===== src/scm_cfg.svh =====
// constants for the sensor correction datapath
`ifndef SCM_CFG_SVH
`define SCM_CFG_SVH

`define SCM_WORD_W     18
`define SCM_FRAC       15
`define SCM_ONE        18'h08000
`define SCM_ZERO       18'h00000
`define SCM_MAX18      18'h1FFFF
`define SCM_MIN18      18'h20000
`define SCM_COEF_MAX   18'h1FFFF
`define SCM_COEF_MIN   18'h20001
`define SCM_TREF_MAX   18'h0FFFF
`define SCM_TREF_MIN   18'h30001
`define SCM_U16_MAX    18'h0FFFF
`define SCM_STEP_LAST  5'h13
`define SCM_STEP_TEMP  5'h0E
`define SCM_CURVE_PAR  1'b0
`define SCM_CURVE_S    1'b1
`define SCM_STAT_PAD   7'h00

`endif


===== src/scm_pkg.sv =====
// types shared by the sensor correction datapath
package scm_pkg;
    typedef logic signed [17:0] scm_word_t;
    typedef enum logic [0:0] {
        scm_idle,
        scm_run
    } scm_state_t;
endpackage


===== src/scm_core.sv =====
// sequential bridge and temperature correction datapath
`timescale 1ns/1ps
`default_nettype none
`include "scm_cfg.svh"
// Functional notes
// - curve select zero uses parabolic bridge equations
// - curve select one uses S-shape, absolute term
// - temperature delta saturates, reference limited to FFFF
// - bridge coefficients held within plus-minus 1FFFF
// - raw bridge input within plus-minus 1FFFF
// - gain factor built from drift terms, saturated
// - offset term built from drift terms, saturated
// - parabolic intermediate clamped zero to 2^17-1
// - final bridge clamped to unsigned 16 bits
// - every step saturates and flags overflow
// - temperature second order always parabolic
// - intermediate temperature clamped zero to 2^17-1
// - corrected temperature clamped to 16 bits
// - saturation still gives output, status bit0
module scm_core (
    input  wire logic               sys_clk,
    input  wire logic               sys_rst,
    input  wire logic               start,
    input  wire logic               curve_shape_select,
    input  wire scm_pkg::scm_word_t raw_bridge_reading,
    input  wire scm_pkg::scm_word_t raw_temperature,
    input  wire scm_pkg::scm_word_t calibration_reference_temp,
    input  wire scm_pkg::scm_word_t bridge_gain,
    input  wire scm_pkg::scm_word_t bridge_offset,
    input  wire scm_pkg::scm_word_t gain_drift,
    input  wire scm_pkg::scm_word_t offset_drift,
    input  wire scm_pkg::scm_word_t second_order_gain_drift,
    input  wire scm_pkg::scm_word_t second_order_offset_drift,
    input  wire scm_pkg::scm_word_t second_order_bridge_term,
    input  wire scm_pkg::scm_word_t temp_gain,
    input  wire scm_pkg::scm_word_t temp_offset,
    input  wire scm_pkg::scm_word_t temperature_second_order_term,
    output logic                    busy,
    output logic                    done,
    output logic [15:0]             bridge_result,
    output logic [15:0]             temp_result,
    output logic [7:0]              bridge_status,
    output logic [7:0]              temp_status
);
    import scm_pkg::*;

    localparam int N_IN  = 13;
    localparam int N_TMP = 20;

    // clamp a word into [lo, hi], both given as signed words
    function automatic scm_word_t clamp_word(input scm_word_t v,
                                             input scm_word_t lo,
                                             input scm_word_t hi);
        clamp_word = (v < lo) ? lo : ((v > hi) ? hi : v);
    endfunction

    scm_state_t      state;
    scm_state_t      next_state;
    logic [4:0]      step;
    logic [4:0]      next_step;
    logic            curve;
    logic            bflag;
    logic            tflag;
    scm_word_t       in_word [0:N_IN-1];
    scm_word_t       lat     [0:N_IN-1];
    scm_word_t       tmp     [0:N_TMP-1];
    scm_word_t       op_a;
    scm_word_t       op_b;
    scm_word_t       op_c;
    scm_word_t       mac_y;
    logic            mac_ovf;
    scm_word_t       neg_tref;
    scm_word_t       z_abs;
    logic            z_abs_ovf;
    scm_word_t       z_sel;
    logic            clamp_lo;
    logic            clamp_hi;
    logic            lo_hit;
    logic            hi_hit;
    scm_word_t       wr_val;
    logic            step_flag;
    logic            running;
    logic            last;
    logic            in_bridge;

    assign in_word[0]  = raw_bridge_reading;
    assign in_word[1]  = raw_temperature;
    assign in_word[2]  = calibration_reference_temp;
    assign in_word[3]  = bridge_gain;
    assign in_word[4]  = bridge_offset;
    assign in_word[5]  = gain_drift;
    assign in_word[6]  = offset_drift;
    assign in_word[7]  = second_order_gain_drift;
    assign in_word[8]  = second_order_offset_drift;
    assign in_word[9]  = second_order_bridge_term;
    assign in_word[10] = temp_gain;
    assign in_word[11] = temp_offset;
    assign in_word[12] = temperature_second_order_term;

    // inputs are latched at start so the operands stay still for a run
    genvar gi;
    generate
        for (gi = 0; gi < N_IN; gi = gi + 1) begin : g_lat
            scm_word_t lim_lo;
            scm_word_t lim_hi;
            assign lim_lo = (gi == 2) ? `SCM_TREF_MIN : `SCM_COEF_MIN;
            assign lim_hi = (gi == 2) ? `SCM_TREF_MAX : `SCM_COEF_MAX;
            always_ff @(posedge sys_clk or posedge sys_rst) begin
                if (sys_rst) begin
                    lat[gi] <= `SCM_ZERO;
                end else if (start && state == scm_idle) begin
                    lat[gi] <= clamp_word(in_word[gi], lim_lo, lim_hi);
                end
            end
        end
    endgenerate

    assign running   = (state == scm_run);
    assign last      = (step == `SCM_STEP_LAST);
    assign in_bridge = (step < `SCM_STEP_TEMP);
    assign neg_tref  = -lat[2];
    // magnitude of -2^17 does not fit, so it saturates and is flagged
    assign z_abs_ovf = (tmp[10] == `SCM_MIN18);
    assign z_abs     = !tmp[10][17] ? tmp[10]
                     : (z_abs_ovf ? `SCM_MAX18 : -tmp[10]);
    assign z_sel = (curve == `SCM_CURVE_S) ? z_abs : tmp[10];

    // operand routing, one multiply-add per cycle
    always_comb begin
        op_a = `SCM_ONE;
        op_b = `SCM_ONE;
        op_c = `SCM_ZERO;
        case (step)
            5'h00: begin op_a = lat[1]; op_c = neg_tref; end
            5'h01: begin op_a = lat[7]; op_b = tmp[0]; op_c = lat[5]; end
            5'h02: begin op_a = tmp[0]; op_b = tmp[1]; end
            5'h03: begin op_a = tmp[2]; op_c = `SCM_ONE; end
            5'h04: begin op_a = lat[8]; op_b = tmp[0]; op_c = lat[6]; end
            5'h05: begin op_a = tmp[0]; op_b = tmp[4]; end
            5'h06: begin op_a = tmp[5]; op_c = lat[0]; end
            5'h07: begin op_a = tmp[6]; op_c = lat[4]; end
            5'h08: begin op_a = tmp[3]; op_b = tmp[7]; end
            5'h09: begin op_a = lat[3]; op_b = tmp[8]; end
            // offset added only in parabolic mode
            5'h0A: begin
                op_a = tmp[9];
                op_c = (curve == `SCM_CURVE_PAR) ? `SCM_ONE : `SCM_ZERO;
            end
            5'h0B: begin op_a = lat[9]; op_b = z_sel; end
            5'h0C: begin op_a = tmp[11]; op_c = `SCM_ONE; end
            5'h0D: begin
                op_a = tmp[10];
                op_b = tmp[12];
                op_c = (curve == `SCM_CURVE_S) ? `SCM_ONE : `SCM_ZERO;
            end
            5'h0E: begin op_a = lat[1]; op_c = lat[11]; end
            5'h0F: begin op_a = lat[10]; op_b = tmp[14]; end
            5'h10: begin op_a = tmp[15]; op_c = `SCM_ONE; end
            5'h11: begin op_a = lat[12]; op_b = tmp[16]; end
            5'h12: begin op_a = tmp[17]; op_c = `SCM_ONE; end
            5'h13: begin op_a = tmp[16]; op_b = tmp[18]; end
            default: begin op_a = `SCM_ZERO; end
        endcase
    end

    scm_mul_sat u_mac (
        .a   (op_a),
        .b   (op_b),
        .c   (op_c),
        .y   (mac_y),
        .ovf (mac_ovf)
    );

    assign clamp_lo = (step == 5'h10)
                   || (step == 5'h0A && curve == `SCM_CURVE_PAR)
                   || (step == 5'h0D) || (step == 5'h13);
    assign clamp_hi = (step == 5'h0D) || (step == 5'h13);
    assign lo_hit   = clamp_lo && mac_y[17];
    assign hi_hit   = clamp_hi && (mac_y > scm_word_t'(`SCM_U16_MAX));
    assign wr_val   = lo_hit ? `SCM_ZERO
                    : (hi_hit ? `SCM_U16_MAX : mac_y);
    // any bound hit during this step
    assign step_flag = mac_ovf | lo_hit | hi_hit
                     | ((step == 5'h0B) && curve && z_abs_ovf);

    assign next_state = (!running && start) ? scm_run
                      : ((running && last) ? scm_idle : state);
    assign next_step  = !running ? 5'h00 : (step + 5'h01);

    always_ff @(posedge sys_clk or posedge sys_rst) begin
        if (sys_rst) begin
            state <= scm_idle;
            step  <= 5'h00;
        end else begin
            state <= next_state;
            step  <= next_step;
        end
    end

    always_ff @(posedge sys_clk or posedge sys_rst) begin
        if (sys_rst) begin
            curve <= `SCM_CURVE_PAR;
        end else if (start && !running) begin
            curve <= curve_shape_select;
        end
    end

    // intermediates are not reset; each is written before it is read
    always_ff @(posedge sys_clk) begin
        if (running) begin
            tmp[step] <= wr_val;
        end
    end

    // flags gather, the run still completes
    always_ff @(posedge sys_clk or posedge sys_rst) begin
        if (sys_rst) begin
            bflag <= 1'b0;
            tflag <= 1'b0;
        end else if (start && !running) begin
            bflag <= 1'b0;
            tflag <= 1'b0;
        end else if (running && step_flag) begin
            bflag <= bflag | in_bridge;
            tflag <= tflag | !in_bridge;
        end
    end

    always_ff @(posedge sys_clk or posedge sys_rst) begin
        if (sys_rst) begin
            busy          <= 1'b0;
            done          <= 1'b0;
            bridge_result <= 16'h0000;
            temp_result   <= 16'h0000;
            bridge_status <= 8'h00;
            temp_status   <= 8'h00;
        end else begin
            busy <= (next_state == scm_run);
            done <= running && last;
            if (running && last) begin
                bridge_result <= tmp[13][15:0];
                temp_result   <= wr_val[15:0];
                bridge_status <= {`SCM_STAT_PAD, bflag};
                temp_status   <= {`SCM_STAT_PAD, tflag | step_flag};
            end
        end
    end

    // helper for checking the temperature delta
    logic signed [18:0] dt_wide;
    scm_word_t          dt_exp;
    assign dt_wide = {lat[1][17], lat[1]} - {lat[2][17], lat[2]};
    assign dt_exp  = (dt_wide[18] == dt_wide[17]) ? dt_wide[17:0]
                   : (dt_wide[18] ? `SCM_MIN18 : `SCM_MAX18);
endmodule
`default_nettype wire


===== src/scm_mul_sat.sv =====
// multiply, scale by 2^-15, saturate, add, saturate again
`timescale 1ns/1ps
`default_nettype none
`include "scm_cfg.svh"
module scm_mul_sat (
    input  wire scm_pkg::scm_word_t a,
    input  wire scm_pkg::scm_word_t b,
    input  wire scm_pkg::scm_word_t c,
    output scm_pkg::scm_word_t      y,
    output logic                    ovf
);
    import scm_pkg::*;

    logic signed [35:0] prod;
    logic signed [20:0] scaled;
    scm_word_t          prod_sat;
    logic               prod_ovf;
    logic signed [18:0] sum;
    logic               sum_ovf;

    // widen first so the full 36-bit signed product is kept
    assign prod = 36'(a) * 36'(b);
    assign scaled = prod[35:15];
    assign prod_ovf = (scaled[20:17] != {4{scaled[17]}});
    assign prod_sat = !prod_ovf ? scaled[17:0]
                    : (scaled[20] ? `SCM_MIN18 : `SCM_MAX18);
    assign sum = {prod_sat[17], prod_sat} + {c[17], c};
    assign sum_ovf = (sum[18] != sum[17]);
    assign y = !sum_ovf ? sum[17:0] : (sum[18] ? `SCM_MIN18 : `SCM_MAX18);
    assign ovf = prod_ovf | sum_ovf;
endmodule
`default_nettype wire


===== config.mk =====
export PLATFORM = sky130hd
export DESIGN_NAME = scm_core
export DESIGN_NICKNAME = d
export VERILOG_FILES = /design/src/scm_pkg.sv /design/src/scm_core.sv /design/src/scm_mul_sat.sv
export VERILOG_INCLUDE_DIRS = /design/src
export SDC_FILE = /design/constraint.sdc
export NUM_CORES = 2
export LEC_CHECK = 0
export BUFFER_PORTS_ARGS = -buffer_cell sky130_fd_sc_hd__buf_2
export CORE_UTILIZATION = 48
export CTS_CLUSTER_SIZE = 40
export DETAILED_ROUTE_END_ITERATION = 6
export PLACE_DENSITY = 0.64
export SLEW_MARGIN = 20
export SYNTH_ARGS = -nofsm -noshare
export SYNTH_HDL_FRONTEND = slang
export SYNTH_HIERARCHICAL = 1
export SYNTH_SLANG_ARGS = --single-unit

===== constraint.sdc =====
create_clock -name sys_clk -period 15.7 [get_ports sys_clk]
set_input_delay 3.14 -clock sys_clk [delete_from_list [all_inputs] [get_ports sys_clk]]
set_output_delay 3.14 -clock sys_clk [all_outputs]
set_load 0.01 [all_outputs]

==> flow_summary.ini <==
[status]
run_status = complete, no violations

[yosys]
syn-cell-area_um2 = 40000
share_of_synthesized_area_spent_on_multiplexers_pct = 2.02
synth_top_family_by_area = adder cells
ys_async_sr_fraction_pct = 45.0
yosysUniqueCellTypes = 105
synthXorXnorAreaFrac_pct = 1.35
yosys_warnings = 6
average_cell_area_after_synthesis_um2 = 10.3
top_reg_cell_synth = sky130_fd_sc_hd__edfxtp_1
ys_ff_latch = 618
ys_seq_area_share_pct = 43.0
compound_gate_portion_of_the_synthesized_area_pct = 10.4
edff_count_synth = 340
post_synth_inst_count = 3887
synthAdderAreaFrac_pct = 20.1
synth_simple_gate_area_share_pct = 16.9

[sta]
post-route-period-util_pct = 92.9
rsz0062_at_grt = false
final.min_clock_period_ns = 14.59
finalHoldViolCount = 0
hold_ws_ns = 0.475
finalMaxSlewViolations = 0
final.setup_skew_ns = 0.0312
slew-limit-headroom_pct = 19.0
setup-violations-final = 0
setup_tns_ns = 0
worst-slew-pin-transition_ns = 1.21
fmaxAchievable_ghz = 0.0686

[setup_path]
worstSetupEndpointType = flop
worstPathMaxFanout = 34
critPathArrivalTime_ns = 14.73
slowest_stage = sky130_fd_sc_hd__dfrtp_2
critical_path_s_largest_stage_delay_ns = 1.04
required_time_worst_endpoint_ns = 15.84
worst_setup_path_start_kind = flop
setup.worst_path.class = flop to flop
critical_path.most_common_cell = sky130_fd_sc_hd__fa_1

[drt]
remaining_design_rule_violation_count = 0
drtIter0Drc = 3958
detailedRoute.firstPassIterationCount = 7
wl_mm = 140
vias = 31500
post_drt_via_cell_ratio = 6.01
route.antenna.remaining_nets = 0
detail_route.wl_per_cell_um = 26.7

[global_routing]
grt_pass1_vias = 31000
grt_pass1_wl_mm = 206
grtUsageMet2_pct = 50.9
grt_max_degree = 100
grt_util_met3_pct = 6.97
track_usage_pct = 33.1
grt.met1_usage_pct = 44.0
grt.busiest_layer = met2
overflow = 0
grt_antenna_before_repair = 8

[die]
die_y_um = 291
die_area_um2 = 84400
row_count = 105
fp.coreArea_um2 = 82200
initial_utilization_pct = 48.6
floorplan.die.width_um = 291
count_of_pins_on_the_block_boundary = 288

[placement]
post-place-cells = 5122
port-buffer-count = 273
detailed_place_hpwl_mm = 106
gp_congestion = 1.04

[finish]
layout_cells_excl_fill = 5236
layout-area-overhead-vs-synth_pct = 11.2
drive_gt1_share_pct = 13.3
layout.nets = 4790
utilization_pct = 54.0
layout.filler_cells = 7428

[worst_hold_path]
worst_hold_path_type = flop to flop

[clock_tree]
cts_made_buffers = 56
insertion_delay_ns = 0.63
cts-resized-gates = 0
post-cts-setup-buffer-count = 0
tritoncts_clock_tree = yes
cts_root_buffer = sky130_fd_sc_hd__clkbuf_16
worst_setup_hold_path_clk_slew_ns = 0.07
clock_path_buffers = 3
cts-htree-levels = 2
number_of_buffers_added_to_fix_hold_violations_after_cts = 0
cts_sinks = 618

[flow_run]
max-cap-violations = 0
-- final timing paths --
kind	start	to	slack [ns]	cells after the start
max	step[2]$_DFF_PP0_	tmp[2][8]$_DFFE_PP_	1.11	39
min	lat[233]$_DFFE_PP0P_	lat[233]$_DFFE_PP0P_	0.47	2
max reg2reg	step[2]$_DFF_PP0_	tmp[2][8]$_DFFE_PP_	1.11	39
min reg2reg	lat[233]$_DFFE_PP0P_	lat[233]$_DFFE_PP0P_	0.47	2
max in group asynchronous	sys_rst	step[2]$_DFF_PP0_	10.91	4
min in group asynchronous	sys_rst	lat[227]$_DFFE_PP0P_	2.59	2
-- synth_stat cells, types with 10 or more instances --
cell                       instances  area [um2]
sky130_fd_sc_hd__nand2_1         931        3490
sky130_fd_sc_hd__inv_1           399        1500
sky130_fd_sc_hd__edfxtp_1        340       10200
sky130_fd_sc_hd__fa_1            329        6590
sky130_fd_sc_hd__dfrtp_1         278        6960
sky130_fd_sc_hd__and2_1          157         982
sky130_fd_sc_hd__clkbuf_1        147         552
sky130_fd_sc_hd__nor2_1          130         488
sky130_fd_sc_hd__ha_1            113        1410
sky130_fd_sc_hd__a21oi_1         109         546
sky130_fd_sc_hd__a22oi_1         106         796
sky130_fd_sc_hd__o21ai_0         102         510
sky130_fd_sc_hd__mux2i_1          45         450
sky130_fd_sc_hd__nand3_1          44         220
sky130_fd_sc_hd__nor4_1           44         275
sky130_fd_sc_hd__buf_2            36         180
sky130_fd_sc_hd__o211ai_1         34         255
sky130_fd_sc_hd__xnor2_1          31         272
sky130_fd_sc_hd__a221oi_1         30         263
sky130_fd_sc_hd__mux2_2           29         327
sky130_fd_sc_hd__a222oi_1         28         280
sky130_fd_sc_hd__xor2_1           28         245
sky130_fd_sc_hd__nor3_1           27         135
sky130_fd_sc_hd__a22o_1           24         210
sky130_fd_sc_hd__o22ai_1          21         131
sky130_fd_sc_hd__a31oi_1          20         125
sky130_fd_sc_hd__buf_4            19         143
sky130_fd_sc_hd__nand2b_1         19         119
sky130_fd_sc_hd__nand4_1          19         119
sky130_fd_sc_hd__a21o_1           17         128
sky130_fd_sc_hd__nor2b_1          15        93.8
sky130_fd_sc_hd__a211oi_1         13        97.6
sky130_fd_sc_hd__and3_1           13        81.3
sky130_fd_sc_hd__nor4b_1          13         114
sky130_fd_sc_hd__o21ai_2          10        87.6
-- metrics by stage --
step                      worst slack, ns  area [um2]
after floorplan                      3.92       40000
after global placement               1.96       42600
after CTS                            1.54       44400
final                                1.11       44400
after detailed placement             1.60       42600
after global routing                0.387       44400
-- flip-flops by register name (all words and copies together) (netlist names) --
signal	cells
temp_status	1
step	5
curve	1
tflag	1
bridge_result	16
temp_result	16
bridge_status	1
busy	1
bflag	1
tmp	340
done	1
lat	234
-- logic make-up (layout without fill, tap and decap cells) --
kind of cell	Yosys count	in the layout
buffers and inverters	614	871
and+or+nand+nor	1479	1479
DFF	618	618
AOI/OAI and AO/OA	593	593
xor gates and xnor gates	60	60
muxes	76	76
adders and majority gates	446	446
other	1	23
-- area by class of cell --
cell class | instances | area, um2 | share of cell area (%)
multi-input combinational | 2668 | 20500 | 46.2
sequential | 618 | 17200 | 38.7
timing repair buffer | 365 | 2060 | 4.63
clock buffer | 76 | 1560 | 3.52
inverter | 401 | 1510 | 3.41
tap | 1070 | 1340 | 3.01
clock inverter | 29 | 253 | 0.569
antenna | 9 | 22.5 | 0.0507
-- critical path, delay by kind of cell (launching register included) --
| kind | cells | cell delay [ns] |
|---|---|---|
| xor gates and xnor gates | 1 | 0.30 |
| buffers and inverters | 6 | 0.64 |
| AOI/OAI and AO/OA | 15 | 3.87 |
| adders and majority gates | 8 | 3.81 |
| DFF | 1 | 1.04 |
| and+or+nand+nor | 9 | 4.35 |
-- per-layer routing --
layer	vias to the layer above	part of all wire [%]
li1	13600	-
met1	15600	39
met2	1917	45
met3	381	10
met4	2	5.9
met5	-	0.0093
-- cell usage in the layout, fill, tap and decap left out, types with 24 or more instances in the layout --
master,netlist,layout
sky130_fd_sc_hd__a21oi_1,109,109
sky130_fd_sc_hd__a221oi_1,30,30
sky130_fd_sc_hd__mux2_2,29,29
sky130_fd_sc_hd__fa_1,329,329
sky130_fd_sc_hd__o211ai_1,34,34
sky130_fd_sc_hd__o21ai_0,102,101
sky130_fd_sc_hd__inv_1,399,398
sky130_fd_sc_hd__buf_4,19,92
sky130_fd_sc_hd__nor2_1,130,129
sky130_fd_sc_hd__ha_1,113,113
sky130_fd_sc_hd__nor3_1,27,26
sky130_fd_sc_hd__a22o_1,24,24
sky130_fd_sc_hd__xor2_1,28,28
sky130_fd_sc_hd__xnor2_1,31,31
sky130_fd_sc_hd__clkbuf_16,0,57
sky130_fd_sc_hd__buf_2,36,273
sky130_fd_sc_hd__mux2i_1,45,45
sky130_fd_sc_hd__a222oi_1,28,28
sky130_fd_sc_hd__nand3_1,44,44
sky130_fd_sc_hd__nand2_1,931,930
sky130_fd_sc_hd__a22oi_1,106,106
sky130_fd_sc_hd__dfrtp_1,278,275
sky130_fd_sc_hd__nor4_1,44,44
sky130_fd_sc_hd__edfxtp_1,340,340
sky130_fd_sc_hd__and2_1,157,156
Power is not shown: default switching activity piles up to over one toggle a cycle in this logic, so the estimate is an artifact.
